`src/cell_input_pkg.sv`:
```
// Package with register map, field layout and types for the cell input selection front end.
package cell_input_pkg;

   // ----------------------------------------------------------------
   // Register offsets (byte addresses on the APB bus)
   // ----------------------------------------------------------------
   localparam logic [7:0] SELECT_REG_A_OFFSET = 8'h00;
   localparam logic [7:0] SELECT_REG_B_OFFSET = 8'h04;
   localparam logic [7:0] CELL_STATUS_OFFSET  = 8'h08;

   // ----------------------------------------------------------------
   // Field positions inside the select registers
   // ----------------------------------------------------------------
   localparam int LOW_CODE_LSB  = 0;
   localparam int HIGH_CODE_LSB = 4;
   localparam int CODE_WIDTH    = 3;

   // Low-index candidate of each multiplexer.
   localparam int MUX1_BASE = 0;
   localparam int MUX2_BASE = 4;
   localparam int MUX3_BASE = 8;
   localparam int MUX4_BASE = 12;

   // ----------------------------------------------------------------
   // Reset values
   // ----------------------------------------------------------------
   localparam logic [31:0] SELECT_RESET = 32'h0000_0000;
   localparam logic [31:0] READ_ZERO    = 32'h0000_0000;

   // ----------------------------------------------------------------
   // Types
   // ----------------------------------------------------------------
   typedef logic [2:0] select_code_t;

   // Candidate signals that are common to every cell.
   typedef struct packed {
      logic [3:0] cell_outputs;
      logic       timer2_period_match;
      logic       timer1_wrap_event;
      logic       timer0_wrap_event;
      logic       system_clock;
      logic       comparator2_synced;
      logic       comparator1_synced;
      logic       cell_pin_input_1;
      logic       cell_pin_input_0;
   } common_candidates_t;

   // Four selected data lines towards the gating stage.
   typedef struct packed {
      logic selected_line_4;
      logic selected_line_3;
      logic selected_line_2;
      logic selected_line_1;
   } selected_lines_t;

   // APB request from the master.
   typedef struct packed {
      logic        psel;
      logic        penable;
      logic        pwrite;
      logic [7:0]  paddr;
      logic [31:0] pwdata;
   } apb_req_t;

endpackage : cell_input_pkg

```
`src/cell_input_select.sv`:
```
// Input selection front end of one configurable logic cell with its APB select registers.
//
// The register addresses and register access over APB were left to the implementer.

module cell_input_select
   import cell_input_pkg::*;
#(
   parameter int NUM_CANDIDATES = 16,
   parameter int NUM_MUXES      = 4
)
(
   input  wire logic                            pclk,
   input  wire logic                            presetn,
   input  wire cell_input_pkg::apb_req_t        apb_req,
   output logic [31:0]                          prdata,
   output logic                                 pready,
   output logic                                 pslverr,
   input  wire cell_input_pkg::common_candidates_t common_in,
   input  wire logic [3:0]                      cell_specific_in,
   output cell_input_pkg::selected_lines_t      gate_lines_1,
   output cell_input_pkg::selected_lines_t      gate_lines_2,
   output cell_input_pkg::selected_lines_t      gate_lines_3,
   output cell_input_pkg::selected_lines_t      gate_lines_4
);
   import cell_input_pkg::*;

   // ----------------------------------------------------------------
   // Elaboration checks
   // ----------------------------------------------------------------
   if (NUM_CANDIDATES != 16 || NUM_MUXES != 4)
   begin : g_bad_size
      $error("cell_input_select supports 16 candidates and 4 multiplexers only");
   end

   // ----------------------------------------------------------------
   // Candidate vector
   // ----------------------------------------------------------------
   logic [15:0]     candidate_input;
   select_code_t    mux1_select_code;
   select_code_t    mux2_select_code;
   select_code_t    mux3_select_code;
   select_code_t    mux4_select_code;
   logic [7:0]      input_select_reg_a_q;
   logic [7:0]      input_select_reg_b_q;
   selected_lines_t lines_d;
   selected_lines_t lines_q;
   logic            wr_en;
   logic            rd_en;
   logic            addr_ok;
   logic            setup_phase;
   logic [31:0]     rd_word_d;
   logic [7:0]      mux1_window;
   logic [7:0]      mux2_window;
   logic [7:0]      mux3_window;
   logic [7:0]      mux4_window;
   logic            pick_1;
   logic            pick_2;
   logic            pick_3;
   logic            pick_4;

   // Common candidates fill 0-11, cell-specific sources fill 12-15.
   assign candidate_input = {cell_specific_in, common_in};

   // ----------------------------------------------------------------
   // APB slave
   // ----------------------------------------------------------------
   assign wr_en   = apb_req.psel && apb_req.penable && apb_req.pwrite;
   assign rd_en   = apb_req.psel && !apb_req.penable && !apb_req.pwrite;
   assign setup_phase = apb_req.psel && !apb_req.penable;
   assign addr_ok = (apb_req.paddr == SELECT_REG_A_OFFSET) ||
                    (apb_req.paddr == SELECT_REG_B_OFFSET) ||
                    (apb_req.paddr == CELL_STATUS_OFFSET);

   // Select register A; reset value is a convenience, software must still program it.
   always_ff @(posedge pclk or negedge presetn)
   begin
      if (!presetn)
      begin
         input_select_reg_a_q <= SELECT_RESET[7:0];
      end
      else if (wr_en && apb_req.paddr == SELECT_REG_A_OFFSET)
      begin
         input_select_reg_a_q <= {1'b0, apb_req.pwdata[HIGH_CODE_LSB +: CODE_WIDTH],
                                  1'b0, apb_req.pwdata[LOW_CODE_LSB +: CODE_WIDTH]};
      end
   end

   // Select register B.
   always_ff @(posedge pclk or negedge presetn)
   begin
      if (!presetn)
      begin
         input_select_reg_b_q <= SELECT_RESET[7:0];
      end
      else if (wr_en && apb_req.paddr == SELECT_REG_B_OFFSET)
      begin
         input_select_reg_b_q <= {1'b0, apb_req.pwdata[HIGH_CODE_LSB +: CODE_WIDTH],
                                  1'b0, apb_req.pwdata[LOW_CODE_LSB +: CODE_WIDTH]};
      end
   end

   // Read word is chosen from the addressed register; unmapped addresses read zero.
   always_comb
   begin
      rd_word_d = READ_ZERO;
      case (apb_req.paddr)
         SELECT_REG_A_OFFSET:
         begin
            rd_word_d = {24'h00_0000, input_select_reg_a_q};
         end
         SELECT_REG_B_OFFSET:
         begin
            rd_word_d = {24'h00_0000, input_select_reg_b_q};
         end
         CELL_STATUS_OFFSET:
         begin
            rd_word_d = {28'h000_0000, lines_q};
         end
         default:
         begin
            rd_word_d = READ_ZERO;
         end
      endcase
   end

   // Read data is captured in the setup cycle so the access phase completes at once.
   always_ff @(posedge pclk or negedge presetn)
   begin
      if (!presetn)
      begin
         prdata <= READ_ZERO;
      end
      else if (rd_en)
      begin
         prdata <= rd_word_d;
      end
   end

   // The answer pulses for one cycle, in the access phase after every setup cycle.
   always_ff @(posedge pclk or negedge presetn)
   begin
      if (!presetn)
      begin
         pready <= 1'b0;
      end
      else
      begin
         pready <= setup_phase;
      end
   end

   // An unmapped address is flagged together with the answer.
   always_ff @(posedge pclk or negedge presetn)
   begin
      if (!presetn)
      begin
         pslverr <= 1'b0;
      end
      else
      begin
         pslverr <= setup_phase && !addr_ok;
      end
   end

   // ----------------------------------------------------------------
   // Multiplexers
   // ----------------------------------------------------------------
   assign mux1_select_code = input_select_reg_a_q[LOW_CODE_LSB +: CODE_WIDTH];
   assign mux2_select_code = input_select_reg_a_q[HIGH_CODE_LSB +: CODE_WIDTH];
   assign mux3_select_code = input_select_reg_b_q[LOW_CODE_LSB +: CODE_WIDTH];
   assign mux4_select_code = input_select_reg_b_q[HIGH_CODE_LSB +: CODE_WIDTH];

   // Each multiplexer sees an eight-wide window; the fourth wraps from 15 back to 0.
   assign mux1_window = candidate_input[MUX1_BASE +: 8];
   assign mux2_window = candidate_input[MUX2_BASE +: 8];
   assign mux3_window = candidate_input[MUX3_BASE +: 8];
   assign mux4_window = {candidate_input[3:0], candidate_input[MUX4_BASE +: 4]};

   // Multiplexer one walks candidates 0 to 7.
   cand_mux #(
      .CODE_W (CODE_WIDTH),
      .WIDTH  (1 << CODE_WIDTH)
   )
   u_mux1 (
      .window (mux1_window),
      .code   (mux1_select_code),
      .picked (pick_1)
   );

   // Multiplexer two walks candidates 4 to 11.
   cand_mux #(
      .CODE_W (CODE_WIDTH),
      .WIDTH  (1 << CODE_WIDTH)
   )
   u_mux2 (
      .window (mux2_window),
      .code   (mux2_select_code),
      .picked (pick_2)
   );

   // Multiplexer three walks candidates 8 to 15.
   cand_mux #(
      .CODE_W (CODE_WIDTH),
      .WIDTH  (1 << CODE_WIDTH)
   )
   u_mux3 (
      .window (mux3_window),
      .code   (mux3_select_code),
      .picked (pick_3)
   );

   // Multiplexer four walks candidates 12 to 15 and then 0 to 3.
   cand_mux #(
      .CODE_W (CODE_WIDTH),
      .WIDTH  (1 << CODE_WIDTH)
   )
   u_mux4 (
      .window (mux4_window),
      .code   (mux4_select_code),
      .picked (pick_4)
   );

   // The four picks form the word handed to the gating stage.
   always_comb
   begin
      lines_d.selected_line_1 = pick_1;
      lines_d.selected_line_2 = pick_2;
      lines_d.selected_line_3 = pick_3;
      lines_d.selected_line_4 = pick_4;
   end

   // ----------------------------------------------------------------
   // Registered lines; the same word fans out to all four gates
   // ----------------------------------------------------------------
   // Status copy of the selected lines for software reads.
   always_ff @(posedge pclk or negedge presetn)
   begin
      if (!presetn)
      begin
         lines_q <= '0;
      end
      else
      begin
         lines_q <= lines_d;
      end
   end

   // Lines towards gate one.
   always_ff @(posedge pclk or negedge presetn)
   begin
      if (!presetn)
      begin
         gate_lines_1 <= '0;
      end
      else
      begin
         gate_lines_1 <= lines_d;
      end
   end

   // Lines towards gate two.
   always_ff @(posedge pclk or negedge presetn)
   begin
      if (!presetn)
      begin
         gate_lines_2 <= '0;
      end
      else
      begin
         gate_lines_2 <= lines_d;
      end
   end

   // Lines towards gate three.
   always_ff @(posedge pclk or negedge presetn)
   begin
      if (!presetn)
      begin
         gate_lines_3 <= '0;
      end
      else
      begin
         gate_lines_3 <= lines_d;
      end
   end

   // Lines towards gate four.
   always_ff @(posedge pclk or negedge presetn)
   begin
      if (!presetn)
      begin
         gate_lines_4 <= '0;
      end
      else
      begin
         gate_lines_4 <= lines_d;
      end
   end

endmodule // cell_input_select

// ----------------------------------------------------------------
// One eight-way multiplexer of the selection stage
// ----------------------------------------------------------------
module cand_mux
#(
   parameter int CODE_W = 3,
   parameter int WIDTH  = 8
)
(
   input  wire logic [WIDTH-1:0]  window,
   input  wire logic [CODE_W-1:0] code,
   output logic                   picked
);

   // ----------------------------------------------------------------
   // Elaboration checks
   // ----------------------------------------------------------------
   // Every code must name exactly one input of the window.
   if (WIDTH != (1 << CODE_W))
   begin : g_bad_width
      $error("cand_mux needs a window of two to the power of the code width");
   end

   // ----------------------------------------------------------------
   // Selection
   // ----------------------------------------------------------------
   // The code indexes the window; every other input is shut out.
   always_comb
   begin
      picked = window[code];
   end

endmodule // cand_mux

```
`config.mk`:
```
export PLATFORM = sky130hd
export DESIGN_NAME = cell_input_select
export DESIGN_NICKNAME = d
export VERILOG_FILES = /design/src/cell_input_pkg.sv /design/src/cell_input_select.sv
export SDC_FILE = /design/constraint.sdc
export NUM_CORES = 1
export LEC_CHECK = 0
export BUFFER_PORTS_ARGS = -buffer_cell sky130_fd_sc_hd__buf_2
export CAP_MARGIN = 10
export CORE_MARGIN = 5
export CORE_UTILIZATION = 41
export CTS_CLUSTER_SIZE = 16
export DETAILED_ROUTE_END_ITERATION = 16
export PLACE_DENSITY = 0.8
export SKIP_LAST_GASP = 1
export SLEW_MARGIN = 10
export SYNTH_ARGS = -nofsm -noshare
export SYNTH_HDL_FRONTEND = slang
export SYNTH_SLANG_ARGS = --single-unit
```
`constraint.sdc`:
```
create_clock -name pclk -period 1.73 [get_ports pclk]
set_clock_uncertainty 0.2 [all_clocks]
set_input_delay 0.4325 -clock pclk [delete_from_list [all_inputs] [get_ports pclk]]
set_output_delay 0.4325 -clock pclk [all_outputs]
set_load 0.05 [all_outputs]
```
==> out/metrics.csv <==
stage,metric,value,unit
detailed_routing,vias,1130,
setup_path,cp_max_fo,3,
detailed_routing,wl_met3,388,um
detailed_routing,dr.pass1.iters,4,
global_route,grtUsageTotal,0.124,
layout,fillers,359,
setup_path,reg2regPathDepth,2,
cts,cts_buffer_depth,2,
sta,fin_hold_ws,204,ps
cts,post-cts-setup-buffers,0,
global_route,grt_antenna_before_repair,0,
synth,syn_area,1570,um2
die,die_w,71.9,um
sta,drv_slew,0,
setup_path,critical_path_class,input pin to register,
placed_design,gp_congestion,0.799,
global_route,overflow,0,
power_and_ir_drop,vdd_drop_max,556,uV
placed_design,io_buffers,59,
setup_path,critical_path.cell_chain,"buf_6, or4_4, or4_4, o21ai_2",
die,rows,22,
detailed_routing,met1Wirelength,1200,um
synth,synth-seq-cells,25,
setup_path,startpoint_type,input pin,
cts,cts_tree,yes,
detailed_routing,drt-total-wl,3280,um
hold_path,hp-class,input pin to register,
setup_path,cp_slowest_stage_delay,530,ps
sta,worst_slew_pin_slew,542,ps
hold_path,hold_depth,2,
layout,final_net_count,249,
cts,cts_buffers,3,
cts,ctsHtreeMaxLevel,1,
sta,final-setup-viol-count,0,
detailed_routing,viasPerCell,4.81,
status,run_status,"complete, no violations",
layout,drive_above_1_share,0.578,
power_and_ir_drop,powerDensity,693,nW/um2
sta,min_period,1700,ps
die,start_util,0.426,
setup_path,cp.depth,4,
sta,setup_tns,0,ps
layout,post-route-util,0.514,
cts,clk_latency,270,ps
detailed_routing,wire_per_inst,14.0,um
sta,rsz0062_at_grt,false,
sta,max_freq,0.589,GHz
cts,clk_pin_slew_worst_paths,90,ps
synth,synth.distinct_cells,24,
setup_path,critPathArrivalTime,1700,ps
die,die_y,71.9,um
die,io_pins,111,
detailed_routing,ant_nets,0,
setup_path,critPathTopFamily,simple AND/OR/NAND/NOR gates,
sta,post-route-period-util,0.982,
detailed_routing,drt_drc_violations_left,0,
synth,yosysSeqAreaShare,0.398,
setup_path,slowest_stage,or4_4,
cts,cts-root-buf,clkbuf_8,
detailed_routing,first_iter_violations,14,
placed_design,dp_slack,-320,ps
die,dieArea,5170,um2
power_and_ir_drop,leakagePower,0.978,nW
die,core_area,3690,um2
synth,ys_warn_count,0,
global_route,grt_pass1_wl,5010,um
setup_path,worst_path_most_repeated_cell,or4_4,
synth,synth.avg_cell_area,12.2,um2
flow_run,maxCapViolCount,0,
sta,worst_slack,31.2,ps
synth,synthCells,129,
layout,area_growth,20.5,%
detailed_routing,dr.max_layer_used,met4,
layout,num_antenna_cells,0,
global_route,grt_max_degree,26,
cts,clock_sinks,25,
setup_path,end_kind,register,
setup_path,required,1740,ps
setup_path,worst-path-buf-inv,1,
sta,slew_headroom,0.639,
global_route,grt_pass1_vias,1092,
placed_design,dp_hpwl,2750,um
detailed_routing,wl_met2,1670,um
sta,hold_viol,0,
cells in the mapped netlist:
| master | n | area share |
|---|---|---|
| nand2_1 | 9 | 0.021 |
| nand4_1 | 1 | 0.0040 |
| dfrtp_1 | 25 | 0.40 |
| o31ai_1 | 3 | 0.014 |
| or3b_2 | 1 | 0.0056 |
| and2_1 | 1 | 0.0040 |
| clkbuf_1 | 3 | 0.0072 |
| buf_2 | 1 | 0.0032 |
| mux2i_1 | 6 | 0.038 |
| o21a_1 | 1 | 0.0048 |
| a2bb2oi_1 | 3 | 0.017 |
| nor4_1 | 1 | 0.0040 |
| nor3_1 | 1 | 0.0032 |
| mux2_2 | 16 | 0.11 |
| nor2b_1 | 2 | 0.0080 |
| and3_1 | 1 | 0.0040 |
| o21ai_2 | 3 | 0.017 |
| or4_4 | 2 | 0.014 |
| conb_1 | 1 | 0.0024 |
| buf_4 | 37 | 0.18 |
| or3_4 | 1 | 0.0072 |
| and4b_1 | 1 | 0.0064 |
| mux4_2 | 8 | 0.11 |
| o41ai_2 | 1 | 0.010 |
state kept, by name, summed over array words and instances, names as in the netlist:
register / count
gate_lines_2: 3
gate_lines_4: 1
input_select_reg_b_q: 6
prdata: 7
pready: 1
pslverr: 1
input_select_reg_a_q: 6
routing by layer:
layer	vias up	GRT usage
li1	521	-
met1	540	0.147
met2	65	0.219
met3	4	0.0388
met4	0	0.0313
met5	-	0
where the power goes:
part | internal, mW | total (mW) | switching (mW)
Clock | 0.161 | 0.342 | 0.181
Sequential | 0.595 | 0.607 | 0.0114
Combinational | 0.0972 | 0.364 | 0.267
logic make-up after synthesis:
group | Yosys count | synth area share
flip-flops | 25 | 0.398
multiplexers | 30 | 0.268
AO/OA/AOI/OAI | 11 | 0.0629
buffers and inverters | 41 | 0.187
other | 1 | 0.00239
AND/OR/NAND/NOR | 21 | 0.0820
path summary, 6_finish.rpt:
path	endpoint	startpoint	slack (ps)
worst min register to register	prdata[1]	prdata[1]	280
worst max register to register	gate_lines_2[2]	input_select_reg_b_q[0]	120
min in group asynchronous	prdata[1]	presetn	480
max in group asynchronous	input_select_reg_a_q[0]	presetn	490
worst min-delay path	input_select_reg_b_q[4]	apb_req[4]	200
worst max-delay path	prdata[0]	apb_req[36]	30
repair_timing:
item / CTS / global route
cloned: 0 / 0
resized for setup: 3 / 0
endpoints found under the hold margin: 25 / 0
endpoints found under the setup margin: 3 / 3
pin swaps: 4 / 1
hold buffers: 1 / 0
through the flow:
stage / power [mW] / cell area (um2) / cells
2_1_floorplan: 0.938 / 1680 / 153
3_3_place_gp: 0.974 / 1830 / 230
3_5_place_dp: 0.978 / 1830 / 230
4_1_cts: 1.32 / 1890 / 235
5_1_grt: 1.37 / 1890 / 235
6_report: 1.31 / 1890 / 235
cell type report:
cell class / instances / area, um2 / area share
clock inverter: 1 / 5.00 / 0.00264
timing repair buffer: 71 / 400 / 0.211
tap: 48 / 60.1 / 0.0317
multi-input combinational: 87 / 762 / 0.402
sequential: 25 / 626 / 0.330
clock buffer: 3 / 41.3 / 0.0218
cell usage in the layout, fill, tap and decap left out, drive strengths merged:
cell	count
a2bb2oi	3
and2	1
and3	1
and4b	1
buf	70
clkbuf	3
clkinv	1
conb	25
dfrtp	25
dlygate4sd3	1
mux2	16
mux2i	6
mux4	8
nand2	9
nand4	1
nor2b	2
nor3	1
nor4	1
o21a	1
o21ai	3
o31ai	3
o41ai	1
or3	1
or3b	1
or4	2
Power figures use the tool's default switching activity.
